### config.mk
export PLATFORM = sky130hd
export DESIGN_NAME = dma_arb
export DESIGN_NICKNAME = d
export VERILOG_FILES = /design/src/dma_arb_pkg.sv /design/src/dma_arb.sv
export VERILOG_INCLUDE_DIRS = /design/src /design/src/src
export SDC_FILE = /design/constraint.sdc
export NUM_CORES = 1
export LEC_CHECK = 0
export ABC_AREA = 1
export ABC_CLOCK_PERIOD_IN_PS = 2600
export BUFFER_PORTS_ARGS = -buffer_cell sky130_fd_sc_hd__buf_2
export CAP_MARGIN = 5
export CORE_UTILIZATION = 42
export CTS_BUF_LIST = sky130_fd_sc_hd__clkbuf_16
export CTS_CLUSTER_DIAMETER = 150
export CTS_CLUSTER_SIZE = 40
export DETAILED_ROUTE_END_ITERATION = 6
export PLACE_DENSITY = 0.78
export SETUP_SLACK_MARGIN = 0.15
export SYNTH_ARGS = -nofsm -noshare
export SYNTH_HDL_FRONTEND = slang
export SYNTH_SLANG_ARGS = --single-unit
### constraint.sdc
create_clock -name aclk -period 2.6 [get_ports aclk]
set_input_delay 0.13 -clock aclk [delete_from_list [all_inputs] [get_ports aclk]]
set_output_delay 0.13 -clock aclk [all_outputs]
set_load 0.03 [all_outputs]
### src/dma_arb_consts.svh
// register offsets, field positions, reset values and codes of the shared
// dma channel control block; assumes 32-bit axi4-lite data, word per register
`ifndef DMA_ARB_CONSTS_SVH
`define DMA_ARB_CONSTS_SVH

// register indices; byte address is four times the index
`define SEL_INDEX_CH0 24'hffe400
`define SEL_INDEX_CH1 24'hffe401
`define SEL_INDEX_CH2 24'hffe402
`define SEL_INDEX_CH3 24'hffe403
`define CPU_CTL_INDEX 24'hffe404

// channel_request_select fields
`define REQ_SRC_LSB 0
`define REQ_SRC_MSB 3
`define CHAN_STATE_LSB 4
`define CHAN_STATE_MSB 7
`define SEL_RESET 8'h00

// cpu_control_register fields
`define BW_LSB 0
`define BW_MSB 1
`define BW_RESET 2'h0

// request source codes
`define SRC_CONTINUOUS 4'h0
`define SRC_PERIPH_LAST 4'hc
`define SRC_EXT_PIN 4'hf

// channel state codes
`define CS_OFF 4'h0
`define CS_DIR_WAIT_EOF 4'h1
`define CS_LL_WAIT_EOF 4'h2
`define CS_DIR_FIRST 4'h4
`define CS_LL_FIRST 4'h5
`define CS_DIR_BUSY 4'h6
`define CS_LL_BUSY 4'h7
`define CS_DIR_CLOSE 4'h8
`define CS_LL_NEW_LIST 4'h9
`define CS_LL_CLOSE 4'ha

// axi responses
`define RESP_OKAY 2'h0
`define RESP_DECERR 2'h3

`endif

### src/dma_arb_pkg.sv
// types used by the dma channel control block
// assumes the sequencer reports each channel phase with this encoding
package dma_arb_pkg;

    // sequencing phase of one channel as reported by its sequencer
    typedef enum logic [2:0] {
        phase_off,
        phase_wait_eof,
        phase_first,
        phase_busy,
        phase_close,
        phase_new_list
    } phase_type;

endpackage

### src/dma_arb.sv
// shared control of a four-channel dma: fair rotating arbiter, bus bandwidth
// throttle, request source selection, channel interrupts, channel state.
// assumes the channel sequencers, the cpu bus and the peripherals share aclk;
// only the external request pins are asynchronous.
//
// Contract
// - rotate priority; serviced channel becomes lowest
// - bandwidth code limits dma transfers per cpu op
// - bandwidth code held in cpu control register
// - one interrupt line per channel
// - interrupt on buffer end with irq flag
// - direct mode watermark interrupt on length match
// - interrupt on buffer ended by peripheral eof
// - select bits 3..0 hold writable request source
// - select bits 7..4 read-only state, reset zero
// - state codes for off and waiting eof
// - state codes for first transfer, send command
// - state codes for transfer in progress
// - state codes for close, new list; others unused
// - source zero requests continuously, memory to memory
// - sources one to three are timers
// - sources four to twelve are serial, adc
// - source fifteen is own pin, not channel 3
// - sources thirteen, fourteen never trigger
//
// Design decision made here: the AXI4-Lite interface to the registers.
`timescale 1ns/100ps
`include "dma_arb_consts.svh"

module dma_arb #(
    parameter int ADDR_WIDTH = 26,
    parameter int NUM_PERIPH = 12
) (
    input wire logic aclk,
    input wire logic aresetn,
    // axi4-lite slave
    input wire logic [ADDR_WIDTH-1:0] awaddr,
    input wire logic awvalid,
    output logic awready,
    input wire logic [31:0] wdata,
    input wire logic [3:0] wstrb,
    input wire logic wvalid,
    output logic wready,
    output logic [1:0] bresp,
    output logic bvalid,
    input wire logic bready,
    input wire logic [ADDR_WIDTH-1:0] araddr,
    input wire logic arvalid,
    output logic arready,
    output logic [31:0] rdata,
    output logic [1:0] rresp,
    output logic rvalid,
    input wire logic rready,
    // peripheral request and end-of-frame lines, code n on bit n-1
    input wire logic [NUM_PERIPH-1:0] periph_req,
    input wire logic [NUM_PERIPH-1:0] periph_eof,
    // asynchronous external request pins
    input wire logic ext_request_ch0,
    input wire logic ext_request_ch1,
    input wire logic ext_request_ch2,
    // cpu completed one bus operation
    input wire logic cpu_op,
    // per-channel status from the sequencers
    input wire logic [3:0] ch_armed,
    input wire logic [3:0] ch_linked,
    input wire logic [11:0] ch_phase,
    input wire logic [3:0] ch_buf_done,
    input wire logic [3:0] ch_eof_close,
    input wire logic [3:0] ch_irq_on_buffer_end,
    input wire logic [63:0] ch_txln,
    input wire logic [31:0] ch_list_address_upper,
    // per-channel results
    output logic [3:0] grant,
    output logic [3:0] eof_request,
    output logic [3:0] irq
);

    // elaboration check: the map needs exactly twelve peripheral codes
    if (NUM_PERIPH != 12 || ADDR_WIDTH < 26) begin : g_bad_params
        $error("dma_arb: NUM_PERIPH must be 12 and ADDR_WIDTH at least 26");
    end

    // register file
    logic [3:0] req_source_reg [4]; // request source per channel
    logic [3:0] chan_state_reg [4]; // encoded channel state per channel
    logic [1:0] bw_limit_reg; // dma_bandwidth_limit field

    // bus handshake flops
    logic awready_reg;
    logic wready_reg;
    logic bvalid_reg;
    logic [1:0] bresp_reg;
    logic arready_reg;
    logic rvalid_reg;
    logic [31:0] rdata_reg;
    logic [1:0] rresp_reg;

    // datapath flops
    logic [2:0] ext_sync1_reg; // first synchroniser stage, read only by stage two
    logic [2:0] ext_sync2_reg; // synchronised external pins
    logic [1:0] last_reg; // last serviced channel
    logic [1:0] cpu_ops_reg; // cpu operations since last dma transfer
    logic [3:0] grant_reg;
    logic [3:0] eof_request_reg;
    logic [3:0] irq_reg;
    logic [3:0] wm_prev_reg; // watermark match seen last cycle

    // combinational per-channel terms
    logic [3:0] ch_request;
    logic [3:0] ch_eof_sel;
    logic [3:0] wm_match;
    logic [3:0] state_next [4];

    // decode helpers
    logic wr_fire;
    logic rd_fire;
    logic [23:0] wr_index;
    logic [23:0] rd_index;
    logic bw_ok;
    logic [3:0] grant_next;
    logic [1:0] last_next;
    logic [3:0] pin_req; // synchronised pins, padded so channel 3 reads a constant zero

    assign wr_fire = awready_reg && awvalid && wready_reg && wvalid;
    assign rd_fire = arready_reg && arvalid;
    assign wr_index = awaddr[25:2];
    assign rd_index = araddr[25:2];
    // channel 3 has no pin of its own; its slot is tied low
    assign pin_req = {1'b0, ext_sync2_reg};

    // two-flop synchroniser for the asynchronous request pins
    // pins may change at any moment, so two flops guard against metastability
    always_ff @(posedge aclk) begin
        if (!aresetn) begin
            ext_sync1_reg <= 3'h0;
            ext_sync2_reg <= 3'h0;
        end else begin
            ext_sync1_reg <= {ext_request_ch2, ext_request_ch1, ext_request_ch0};
            ext_sync2_reg <= ext_sync1_reg;
        end
    end

    // per-channel source mux, state encoder and watermark compare
    for (genvar c = 0; c < 4; c++) begin : g_chan
        dma_arb_pkg::phase_type phase;
        logic [3:0] code;
        logic [15:0] txln;
        logic [7:0] lau;
        assign phase = dma_arb_pkg::phase_type'(ch_phase[3*c +: 3]);
        assign code = req_source_reg[c];
        assign txln = ch_txln[16*c +: 16];
        assign lau = ch_list_address_upper[8*c +: 8];

        // request line chosen by the source code, same map on every channel except code 15 on channel 3
        always_comb begin
            ch_request[c] = 1'b0;
            ch_eof_sel[c] = 1'b0;
            if (code == `SRC_CONTINUOUS) begin
                ch_request[c] = 1'b1; // memory to memory
            end else if (code <= `SRC_PERIPH_LAST) begin
                // timers, serial blocks and adc
                ch_request[c] = periph_req[code - 4'h1];
                ch_eof_sel[c] = periph_eof[code - 4'h1];
            end else if (code == `SRC_EXT_PIN && c < 3) begin
                ch_request[c] = pin_req[c]; // own pin
            end
            // codes 13, 14 and 15 on channel 3 stay quiet
        end

        // phase plus mode mapped to the readable state code
        always_comb begin
            case (phase)
                dma_arb_pkg::phase_off: begin
                    state_next[c] = `CS_OFF;
                end
                dma_arb_pkg::phase_wait_eof: begin
                    state_next[c] = ch_linked[c] ? `CS_LL_WAIT_EOF : `CS_DIR_WAIT_EOF;
                end
                dma_arb_pkg::phase_first: begin
                    state_next[c] = ch_linked[c] ? `CS_LL_FIRST : `CS_DIR_FIRST;
                end
                dma_arb_pkg::phase_busy: begin
                    state_next[c] = ch_linked[c] ? `CS_LL_BUSY : `CS_DIR_BUSY;
                end
                dma_arb_pkg::phase_close: begin
                    state_next[c] = ch_linked[c] ? `CS_LL_CLOSE : `CS_DIR_CLOSE;
                end
                dma_arb_pkg::phase_new_list: begin
                    // direct mode has no list fetch; shown as off
                    state_next[c] = ch_linked[c] ? `CS_LL_NEW_LIST : `CS_OFF;
                end
                default: begin
                    state_next[c] = `CS_OFF; // reserved codes never produced
                end
            endcase
        end

        // watermark: upper length byte zero, lower byte equals list byte
        assign wm_match[c] = !ch_linked[c] && phase != dma_arb_pkg::phase_off
            && txln[15:8] == 8'h00 && txln[7:0] == lau;
    end

    // bandwidth gate: code n needs n cpu operations since the last grant
    assign bw_ok = (bw_limit_reg == 2'h0) || (cpu_ops_reg >= bw_limit_reg);

    // rotating pick: search from the channel after the last serviced one
    // one pass over all four; the first eligible channel wins
    always_comb begin
        logic [1:0] idx;
        logic found;
        idx = 2'h0;
        found = 1'b0;
        grant_next = 4'h0;
        last_next = last_reg;
        for (int i = 1; i <= 4; i++) begin
            idx = last_reg + i[1:0]; // wraps modulo four
            if (!found && bw_ok && ch_armed[idx] && ch_request[idx]) begin
                found = 1'b1;
                grant_next[idx] = 1'b1;
                last_next = idx;
            end
        end
    end

    // arbiter state: last serviced starts at 3 so channel 0 leads
    always_ff @(posedge aclk) begin
        if (!aresetn) begin
            last_reg <= 2'h3;
            grant_reg <= 4'h0;
        end else begin
            last_reg <= last_next; // serviced channel drops to lowest
            grant_reg <= grant_next;
        end
    end

    // cpu operation counter, saturating at three, reloaded by a grant with that cycle's cpu_op
    // saturation keeps a long cpu burst from wrapping back below the limit
    always_ff @(posedge aclk) begin
        if (!aresetn) begin
            cpu_ops_reg <= 2'h3; // first transfer is never held back
        end else if (grant_next != 4'h0) begin
            cpu_ops_reg <= {1'b0, cpu_op}; // restart the count
        end else if (cpu_op && cpu_ops_reg != 2'h3) begin
            cpu_ops_reg <= cpu_ops_reg + 2'h1;
        end
    end

    // interrupt pulses and routed end-of-frame requests
    // watermark fires once on the rising match, not every cycle it holds
    always_ff @(posedge aclk) begin
        if (!aresetn) begin
            irq_reg <= 4'h0;
            wm_prev_reg <= 4'h0;
            eof_request_reg <= 4'h0;
        end else begin
            wm_prev_reg <= wm_match;
            eof_request_reg <= ch_eof_sel;
            // separate line per channel
            irq_reg <= (ch_buf_done & ch_irq_on_buffer_end)
                | (wm_match & ~wm_prev_reg)
                | ch_eof_close;
        end
    end

    // channel state capture, read-only to software
    always_ff @(posedge aclk) begin
        if (!aresetn) begin
            for (int c = 0; c < 4; c++) begin
                chan_state_reg[c] <= 4'(`SEL_RESET >> `CHAN_STATE_LSB);
            end
        end else begin
            for (int c = 0; c < 4; c++) begin
                chan_state_reg[c] <= state_next[c];
            end
        end
    end

    // write handshake: take address and data together, then respond
    // readies wait for both valids so address and data always pair up
    always_ff @(posedge aclk) begin
        if (!aresetn) begin
            awready_reg <= 1'b0;
            wready_reg <= 1'b0;
            bvalid_reg <= 1'b0;
            bresp_reg <= `RESP_OKAY;
        end else if (wr_fire) begin
            awready_reg <= 1'b0;
            wready_reg <= 1'b0;
            bvalid_reg <= 1'b1;
            if (wr_index >= `SEL_INDEX_CH0 && wr_index <= `CPU_CTL_INDEX) begin
                bresp_reg <= `RESP_OKAY;
            end else begin
                bresp_reg <= `RESP_DECERR; // unmapped address
            end
        end else if (bvalid_reg) begin
            if (bready) begin
                bvalid_reg <= 1'b0;
            end
        end else if (awvalid && wvalid && !awready_reg) begin
            awready_reg <= 1'b1;
            wready_reg <= 1'b1;
        end
    end

    // register writes; the state field ignores writes
    // only byte lane 0 carries register bits; other lanes are ignored
    always_ff @(posedge aclk) begin
        if (!aresetn) begin
            for (int c = 0; c < 4; c++) begin
                req_source_reg[c] <= 4'(`SEL_RESET & 8'h0f);
            end
            bw_limit_reg <= `BW_RESET;
        end else if (wr_fire && wstrb[0]) begin
            for (int c = 0; c < 4; c++) begin
                if (wr_index == `SEL_INDEX_CH0 + c[23:0]) begin
                    req_source_reg[c] <= wdata[`REQ_SRC_MSB:`REQ_SRC_LSB];
                end
            end
            if (wr_index == `CPU_CTL_INDEX) begin
                bw_limit_reg <= wdata[`BW_MSB:`BW_LSB];
            end
        end
    end

    // read handshake and data mux
    // one read in flight; arready stays low while data waits for rready
    always_ff @(posedge aclk) begin
        if (!aresetn) begin
            arready_reg <= 1'b0;
            rvalid_reg <= 1'b0;
            rdata_reg <= 32'h0;
            rresp_reg <= `RESP_OKAY;
        end else if (rd_fire) begin
            arready_reg <= 1'b0;
            rvalid_reg <= 1'b1;
            rdata_reg <= 32'h0;
            rresp_reg <= `RESP_DECERR;
            for (int c = 0; c < 4; c++) begin
                if (rd_index == `SEL_INDEX_CH0 + c[23:0]) begin
                    // state above, source below
                    rdata_reg <= {24'h0, chan_state_reg[c], req_source_reg[c]};
                    rresp_reg <= `RESP_OKAY;
                end
            end
            if (rd_index == `CPU_CTL_INDEX) begin
                rdata_reg <= {30'h0, bw_limit_reg};
                rresp_reg <= `RESP_OKAY;
            end
        end else if (rvalid_reg) begin
            if (rready) begin
                rvalid_reg <= 1'b0;
            end
        end else if (arvalid && !arready_reg) begin
            arready_reg <= 1'b1;
        end
    end

    // outputs straight from flops
    assign awready = awready_reg;
    assign wready = wready_reg;
    assign bvalid = bvalid_reg;
    assign bresp = bresp_reg;
    assign arready = arready_reg;
    assign rvalid = rvalid_reg;
    assign rdata = rdata_reg;
    assign rresp = rresp_reg;
    assign grant = grant_reg;
    assign eof_request = eof_request_reg;
    assign irq = irq_reg;

endmodule

==> results of run 1 <==
==> how the worst max path moves through the flow <==
| stage | start | end | slack, ns | depth (start not counted) |
|---|---|---|---|---|
| after CTS | req_source_reg[3][1] | cpu_ops_reg[0] | 0.15 | 20 |
| final | req_source_reg[0][1] | cpu_ops_reg[0] | 0.06 | 19 |
| after floorplan | req_source_reg[0][0] | cpu_ops_reg[0] | 0.08 | 23 |
| after detailed placement | req_source_reg[0][1] | cpu_ops_reg[0] | 0.03 | 18 |
| after global placement | req_source_reg[2][1] | cpu_ops_reg[1] | 0.08 | 21 |
| after global routing | req_source_reg[0][0] | cpu_ops_reg[0] | -0.06 | 20 |
==> per-layer routing <==
layer	routed length (um)	part of all wire (%)	track usage [%]
met5	0	0	0
met4	294	1.6	8.10
met3	1150	6.2	3.38
met2	9310	50	41.5
met1	7860	42	30.8
==> Yosys cell counts, drive strengths merged, types with 14 or more instances <==
cell type	number
a21oi	43
nand4	27
nor2	94
dfxtp	58
o21ai	67
nor3	14
ha	19
inv	148
nor4	19
nand3	96
nand2	173
buf	43
edfxtp	16
==> layout make-up <==
type / count / area (sq um)
Sequential cell: 74 / 1640
Timing Repair Buffer: 296 / 1650
Tap cell: 180 / 225
Clock inverter: 7 / 67.6
Inverter: 148 / 568
Clock buffer: 9 / 225
Multi-Input combinational cell: 656 / 3740
Fill cell: 1269 / 5710
==> cell families (layout without fill, tap and decap cells) <==
kind of cell,Yosys count,count (layout),share of synthesized area (%)
xor gates and xnor gates,6,6,0.885
and+or+nand+nor,434,434,34.1
other,1,24,0.0631
adders and majority gates,19,19,4.00
DFF,74,74,27.6
AOI/OAI and AO/OA,173,173,17.5
buffers and inverters,200,460,15.7
==> cells in the final DEF (no fill, tap or decap), types with 4 or more instances in the layout <==
| master | n |
|---|---|
| dfxtp_1 | 58 |
| edfxtp_1 | 16 |
| o31ai_1 | 4 |
| a2111oi_0 | 4 |
| nand3_2 | 17 |
| o221ai_1 | 4 |
| ha_1 | 15 |
| nand4_1 | 27 |
| nand2_1 | 145 |
| or2_2 | 4 |
| nand3_1 | 76 |
| inv_4 | 6 |
| nand2_2 | 23 |
| ha_4 | 4 |
| a22o_1 | 5 |
| nor4_1 | 19 |
| nor2_2 | 5 |
| nand2_4 | 5 |
| buf_4 | 43 |
| nor3_1 | 13 |
| clkbuf_16 | 9 |
| a21oi_1 | 42 |
| o22ai_1 | 9 |
| a221oi_1 | 7 |
| nor2_1 | 81 |
| buf_2 | 244 |
| inv_2 | 15 |
| o211ai_1 | 8 |
| inv_1 | 129 |
| a31oi_1 | 6 |
| a211oi_1 | 5 |
| nor2_4 | 8 |
| conb_1 | 24 |
| o21ai_0 | 65 |
| dlygate4sd3_1 | 4 |
==> worst register-to-register path: stages, from the launching register on <==
cell and delay [ns]:
edfxtp_1 0.40, inv_2 0.12, ha_4 0.23, inv_4 0.07, nand3_1 0.08, nand3_1 0.09, nand3_1 0.09, nand2_2 0.08
nand3_1 0.12, nand2_2 0.17, nand2_4 0.09, nand3_4 0.09, nand2_4 0.06, nor2_4 0.21, nand3_2 0.12, nand2_2 0.11
nor2_4 0.05, buf_4 0.12, nand4_1 0.07, nand2_1 0.05
==> power by group <==
part | internal, mW | leakage [nW] | switching (mW)
sequential | 1.27 | 0.641 | 0.0473
combinational | 0.949 | 3.38 | 1.49
clock | 0.742 | 0.151 | 0.504
total | 2.96 | 4.17 | 2.04
==> what timing repair did <==
action	in CTS	in global routing
gates resized for setup	13	58
hold buffers	4	0
buffers inserted	3	20
pin swaps	3	36
hold endpoints to repair	4	0
endpoints found under the setup margin	2	6
==> stage by stage <==
step	instances	power, mW	setup TNS [ns]
after floorplan	930	2.75	0
after global placement	1327	3.24	0
after detailed placement	1327	3.28	0
after CTS	1350	4.58	0
after global routing	1370	5.30	-0.0808
final	1370	5.00	0
==> flow_summary.ini, run 1 <==
[detailed_routing]
wirelength_um = 18600
routedWlPerCell_um = 13.6
route.detailed.drc = 0
ant_nets = 0
drt-vias-per-instance = 5.17
vias = 7086
first_iter_violations = 511
drtPass1Iterations = 5

[placement]
pre_cts_ws_ns = 0.0268
hpwlAfterDp_um = 14700
port_buffers = 244
post_dp_cell_area_sq_mm = 0.00736
place_congestion = 0.956

[critical_path]
ff2ff_setup_slack_ns = 0.06
critPathKind = flop to flop
crit_top_cell = nand3_1
end_kind = flop
cpMaxStageDelayCell = edfxtp_1
cp.buffers_inverters = 3
worst_ep_arrival_time_ns = 2.77
r2r-end = cpu_ops_reg[0]
cp_max_fo = 6
cpLargestDelayFamily = simple AND/OR/NAND/NOR gates
r2r_cells = 19
cp_cell_sequence = inv_2, ha_4, inv_4, nand3_1, nand3_1, nand3_1, nand2_2, nand3_1, nand2_2, nand2_4, nand3_4, nand2_4, nor2_4, nand3_2, nand2_2, nor2_4, buf_4, nand4_1, nand2_1
critPathMaxStageDelay_ns = 0.40
rr_startpoint = req_source_reg[0][1]
cp-start-kind = flop
worstPathRequired_ns = 2.83

[finish]
final_core_util_pct = 58.7
drive_above_1_share_pct = 33.9
n_antenna_cell = 0
nets = 1455
area_delta_synth_final_pct = 36.7
final_cell_area_sq_mm = 0.00812

[min_path]
worstHoldEndpoint = chan_state_reg[1][3]
holdPathStages = 2
worstHoldPathType = input port to flop
hp-start = ch_phase[3]

[global_route]
grt_usage_pct = 24.1
antenna_found_initial = 0
grt_pass1_vias = 6085
grt_overflow = 0
grt_max_degree = 33
grt_pass1_wl_um = 28000

[synth]
yosysWarnings = 0
synth_flop_cell = dfxtp_1
synth_cell_types = 48
ys_ff_latch = 74
yosys.area.top_type = dfxtp_1
synth_area_leaders = dfxtp_1 (20%), nand2_1 (10%), inv_1 (9.0%)
synth_seq_area_share_pct = 27.6
syn_avg_cell_area_sq_um = 6.55
synth_top_area_share_pct = 19.5
synth_edf_count = 16
async_flop_share_pct = 0
synthCells = 907
synthesis.area_sq_mm = 0.00594

[outcome]
status = finished clean

[timing]
grt_setup_unrepaired = yes
hold_violations = 0
fin_crit_ns = 2.54
whs_ns = 0.0355
max_freq_ghz = 0.393
fin_worst_skew_ns = 0.00728
final_max_slew_viol_count = 0
fin_crit_sh_pct = 97.8
finalSetupViolations = 0
fin_ws_ns = 0.0573

[run]
cap_viol_max_count = 0

[die]
dieWidth_um = 121
pin_count = 304
rows = 43
fp.dieH_um = 121
dieArea_sq_mm = 0.0146
core_area_sq_mm = 0.0138
start_util_pct = 43.0

[clock_network]
cts_max_level = 3
cts_sinks = 74
clkTransAtPathRegs_ns = 0.06
worst_skew_pair.late_latency_ns = 0.33
cts-root-buf = clkbuf_16
numCtsBuffers = 9
cts_tree = done
clock_tree.buffer_depth = 2

[power_and_ir_drop]
leakagePower_nw = 4.17
ir_drop_v = 0.000363
powerDensity_mw_per_mm2 = 616
Note: power is estimated with default switching activity, not from simulation.
==> inputs of run 2 (changes only) <==
- CORE_UTILIZATION: 42 -> 43
- CTS_BUF_LIST: sky130_fd_sc_hd__clkbuf_16 -> sky130_fd_sc_hd__clkbuf_2
- PLACE_DENSITY: 0.78 -> 0.79
==> flow_summary.ini, run 2 (synthesis gave the netlist of run 1 again) <==
[outcome]
status = finished, violations left
violations = hold timing

[run]
cap_viol_max_count = 0

[detailed_routing]
m1WireLength_um = 8290
first_iter_violations = 562
drtPass1Iterations = 6
vias = 7495
met2_wirelength_um = 10400
route.detailed.drc = 0
drt-vias-per-instance = 5.27
wirelength_um = 20700
routed.top_layer = met4
routedWlPerCell_um = 14.6
dr_wl_met3_um = 1270
ant_nets = 0

[die]
dieWidth_um = 120
rows = 42
pin_count = 304
fp.dieH_um = 120
dieArea_sq_mm = 0.0143
core_area_sq_mm = 0.0133
start_util_pct = 44.5

[critical_path]
ff2ff_setup_slack_ns = 0.01
worstPathRequired_ns = 3.09
r2r_cells = 21
cp-start-kind = flop
r2r-end = cpu_ops_reg[0]
critPathKind = flop to flop
cp_max_fo = 5
end_kind = flop
worst_ep_arrival_time_ns = 3.07
rr_startpoint = req_source_reg[0][0]

[placement]
place_congestion = 0.907
pre_cts_ws_ns = -0.0231
port_buffers = 244
hpwlAfterDp_um = 14700
place_inst = 1323

[global_route]
grt_pass1_vias = 6990
grt_usage_pct = 28.3
grt_pass1_wl_um = 32400
antenna_found_initial = 1
grt_overflow = 0
grt_max_degree = 33

[min_path]
worstHoldEndpoint = wready
worstHoldPathType = input port to flop
holdPathStages = 4
hp-start = wvalid

[timing]
relSlewSlack_pct = 53.4
tightestPinTransition_ns = 0.681
max_freq_ghz = 0.387
fin_setup_tns_ns = 0
final_max_slew_viol_count = 0
finalSetupViolations = 0
grt_setup_unrepaired = yes
hold_violations = 1
fin_worst_skew_ns = 0.0510
whs_ns = -0.0163
fin_crit_ns = 2.59
fin_crit_sh_pct = 99.5
fin_ws_ns = 0.0141

[clock_network]
worst_skew_pair.late_latency_ns = 0.59
cts_tree = done
cts_max_level = 3
cts_sinks = 74
clock_tree.buffer_depth = 2
cts-root-buf = clkbuf_2
clkTransAtPathRegs_ns = 0.26
numCtsBuffers = 9

[finish]
fillers = 1197
nets = 1511
area_delta_synth_final_pct = 42.6
fin_cells = 1423
final_cell_mix = buf_2 (244), nand2_1 (149), inv_1 (132), nor2_1 (85), nand3_1 (76)
drive_above_1_share_pct = 30.7
final_common_cell = buf_2
final_core_util_pct = 63.5

[power_and_ir_drop]
powerDensity_mw_per_mm2 = 555
leakagePower_nw = 4.32
ir_drop_v = 0.000357
-- run 2: cell count changes in the layout (fill, tap and decap cells not counted), moves of 3 or more --
cell | previous run | this run
buf_4 | 43 | 36
inv_4 | 6 | 3
inv_1 | 129 | 132
clkbuf_2 | 0 | 10
nor2_1 | 81 | 85
nand2_4 | 5 | 2
clkbuf_16 | 9 | 0
nand2_1 | 145 | 149
dlygate4sd3_1 | 4 | 70
nor2_4 | 8 | 5
-- run 2: worst max-delay path by stage --
stage                                     from             end  cells after the start
after floorplan           req_source_reg[0][0]  cpu_ops_reg[0]                     23
after global placement    req_source_reg[1][1]  cpu_ops_reg[0]                     21
after detailed placement  req_source_reg[2][1]  cpu_ops_reg[1]                     21
after CTS                 req_source_reg[0][0]  cpu_ops_reg[0]                     21
after global routing      req_source_reg[0][0]  cpu_ops_reg[0]                     21
final                     req_source_reg[0][0]  cpu_ops_reg[0]                     21
-- run 2: metal layers --
metal	global-route usage [%]	vias up
met2	51.4	337
met1	32.8	3396
met4	12.5	0
met5	0	-
li1	-	3689
met3	4.18	73
-- run 2: timing repair --
item / 4_1_cts / 5_1_grt
pin swaps: 20 / 27
setup endpoints to repair: 2 / 6
hold buffers: 71 / 0
setup buffers: 6 / 7
gates resized for setup: 17 / 30
endpoints found under the hold margin: 52 / 0
-- run 2: critical path, stage by stage (launching register included) --
cell and delay [ns]:
edfxtp_1 0.52, inv_4 0.10, ha_4 0.13, xnor2_1 0.11, buf_4 0.16, inv_2 0.04, nand3_2 0.05, nand3_2 0.07
nand2_2 0.10, nand3_1 0.09, nand2_2 0.10, nand2_2 0.09, nand2_2 0.09, nor2_4 0.05, nand3_1 0.06, nand2_1 0.06
nor2_1 0.16, nand2_2 0.10, nor2_4 0.15, nand2_2 0.07, a21oi_2 0.13, nand2_1 0.06
-- run 2: power by group --
part / internal (mW) / switching [mW]
combinational: 0.993 / 1.51
sequential: 1.27 / 0.0448
clock: 0.424 / 0.464
total: 2.68 / 2.02
-- run 2: stage by stage --
step / instance area, sq um / total power, mW
floorplan: 6120 / 2.75
global placement: 7350 / 3.26
detailed placement: 7350 / 3.30
CTS: 8330 / 4.36
global route: 8470 / 4.98
finish: 8470 / 4.70
-- run 2: layout make-up --
class / instances / area, sq um / area share (%)
inverters: 148 / 563 / 6.65
clock inverters: 6 / 113 / 1.33
diodes: 1 / 2.50 / 0.0295
flip-flops and latches: 74 / 1640 / 19.4
clock buffers: 10 / 50.0 / 0.591
well taps: 176 / 220 / 2.60
repair buffers: 352 / 2210 / 26.1
multi-input cells: 656 / 3670 / 43.3
==> inputs of run 3 (changes only) <==
- BUFFER_PORTS_ARGS: -buffer_cell sky130_fd_sc_hd__buf_2 -> -buffer_cell sky130_fd_sc_hd__buf_4
==> flow_summary.ini, run 3 (synthesis gave the netlist of run 1 again) <==
[finish]
area_delta_synth_final_pct = 55.8
final_core_util_pct = 69.3
nets = 1523
final_common_cell = buf_4
drive_above_1_share_pct = 32.4
final_cell_mix = buf_4 (294), nand2_1 (146), inv_1 (130), nor2_1 (85), nand3_1 (71)

[clock_network]
worst_skew_pair.late_latency_ns = 0.55
numCtsBuffers = 9
cts_tree = done
clkTransAtPathRegs_ns = 0.23
cts_max_level = 3
clock_tree.buffer_depth = 2
cts-root-buf = clkbuf_2
cts_sinks = 74

[global_route]
grt_overflow = 0
grt_usage_pct = 28.4
grt_pass1_vias = 7096
antenna_found_initial = 1
grt_max_degree = 33
grt_pass1_wl_um = 32600

[die]
start_util_pct = 44.5
core_area_sq_mm = 0.0133
pin_count = 304
fp.dieH_um = 120
rows = 42
dieArea_sq_mm = 0.0143
dieWidth_um = 120

[detailed_routing]
m1WireLength_um = 8540
vias = 7605
first_iter_violations = 630
met2_wirelength_um = 10700
drtPass1Iterations = 5
routed.top_layer = met4
route.detailed.drc = 0
ant_nets = 0
drt-vias-per-instance = 5.30
wirelength_um = 21300
dr_wl_met3_um = 1430
routedWlPerCell_um = 14.9

[critical_path]
crit_path_start = req_source_reg[0][0]
cp-start-kind = flop
r2r_cells = 19
ff2ff_setup_slack_ns = 0.03
critPathKind = flop to flop
rr_startpoint = req_source_reg[0][0]
cp_max_fo = 7
endpoint = cpu_ops_reg[0]
worstPathRequired_ns = 3.07
end_kind = flop
r2r-end = cpu_ops_reg[0]
worst_ep_arrival_time_ns = 3.04

[timing]
fin_crit_ns = 2.57
whs_ns = 0.00939
tightestPinTransition_ns = 0.761
relSlewSlack_pct = 48.0
finalSetupViolations = 0
grt_setup_unrepaired = yes
fin_setup_tns_ns = 0
fin_crit_sh_pct = 98.7
fin_worst_skew_ns = 0.0301
final_max_slew_viol_count = 0
max_freq_ghz = 0.390
hold_violations = 0

[power_and_ir_drop]
leakagePower_nw = 4.60
ir_drop_v = 0.000380
powerDensity_mw_per_mm2 = 541
power_mw = 5.01

[min_path]
holdPathStages = 5
worstHoldPathType = input port to flop

[outcome]
status = finished clean

[run]
cap_viol_max_count = 0

[placement]
hpwlAfterDp_um = 15100
port_buffers = 244
place_congestion = 0.915
-- run 3: cell count changes in the layout (fill, tap and decap cells not counted), moves of 2 or more --
cell | previous run | this run
buf_2 | 244 | 0
nand2_1 | 149 | 146
dlygate4sd3_1 | 70 | 68
inv_1 | 132 | 130
nand2_4 | 2 | 5
nand3_1 | 76 | 71
inv_2 | 13 | 15
buf_4 | 36 | 294
nand3_2 | 17 | 21
-- run 3: cell type report --
class | count | area, sq um
Multi-Input combinational cell | 656 | 3730
Antenna cell | 1 | 2.50
Fill cell | 1083 | 4090
Timing Repair Buffer | 364 | 2910
Sequential cell | 74 | 1640
Clock buffer | 9 | 45.0
Tap cell | 176 | 220
Clock inverter | 6 | 138
Inverter | 148 | 563
-- run 3: power by group --
part	internal, mW	leakage (nW)	total [mW]	switching (mW)
Clock	0.511	0.103	0.965	0.454
Combinational	1.17	3.86	2.73	1.56
Sequential	1.27	0.641	1.32	0.0491
-- run 3: metal layers --
metal,up-vias,global-route usage (%)
li1,3709,-
met1,3459,34.3
met3,62,4.28
met2,375,50.4
met5,-,0
met4,0,11.2
-- run 3: repair_timing --
| action | in CTS | in global routing |
|---|---|---|
| gates resized for setup | 29 | 34 |
| endpoints found under the setup margin | 2 | 5 |
| hold buffers | 68 | 1 |
| pin swaps | 16 | 26 |
| setup buffers | 12 | 14 |
| endpoints found under the hold margin | 52 | 1 |
-- run 3: metrics by stage --
step	worst slack, ns	cells	cell area [sq um]
3_5_place_dp	-0.0340	1324	7970
2_1_floorplan	0.0751	930	6120
4_1_cts	0.143	1419	9020
3_3_place_gp	0.0742	1324	7970
6_report	0.0328	1434	9260
5_1_grt	-0.142	1434	9260
-- run 3: worst min-delay path by stage --
| stage | end | slack (ns) | startpoint |
|---|---|---|---|
| after floorplan | chan_state_reg[1][3] | 0.22 | ch_phase[4] |
| after global placement | rvalid | 0.32 | rready |
| after detailed placement | ext_sync1_reg[2] | 0.32 | ext_request_ch2 |
| after CTS | rdata[1] | 0.002 | aresetn |
| after global routing | rvalid | -0.0007 | aresetn |
| final | rdata[1] | 0.009 | aresetn |
-- run 3: critical path, stage by stage, from the launching register on --
cell and delay, ns:
edfxtp_1 0.48, inv_4 0.10, ha_4 0.16, xnor2_2 0.10, buf_4 0.15, nand3_2 0.08, nand3_2 0.08, nand2_2 0.08
nand3_2 0.09, nand2_4 0.07, nand2_4 0.09, nand3_4 0.13, nand3_4 0.14, nor2_1 0.07, nor2_2 0.12, nand2_1 0.10
nor2_2 0.17, nand2_1 0.09, a21oi_2 0.12, nand2_1 0.08
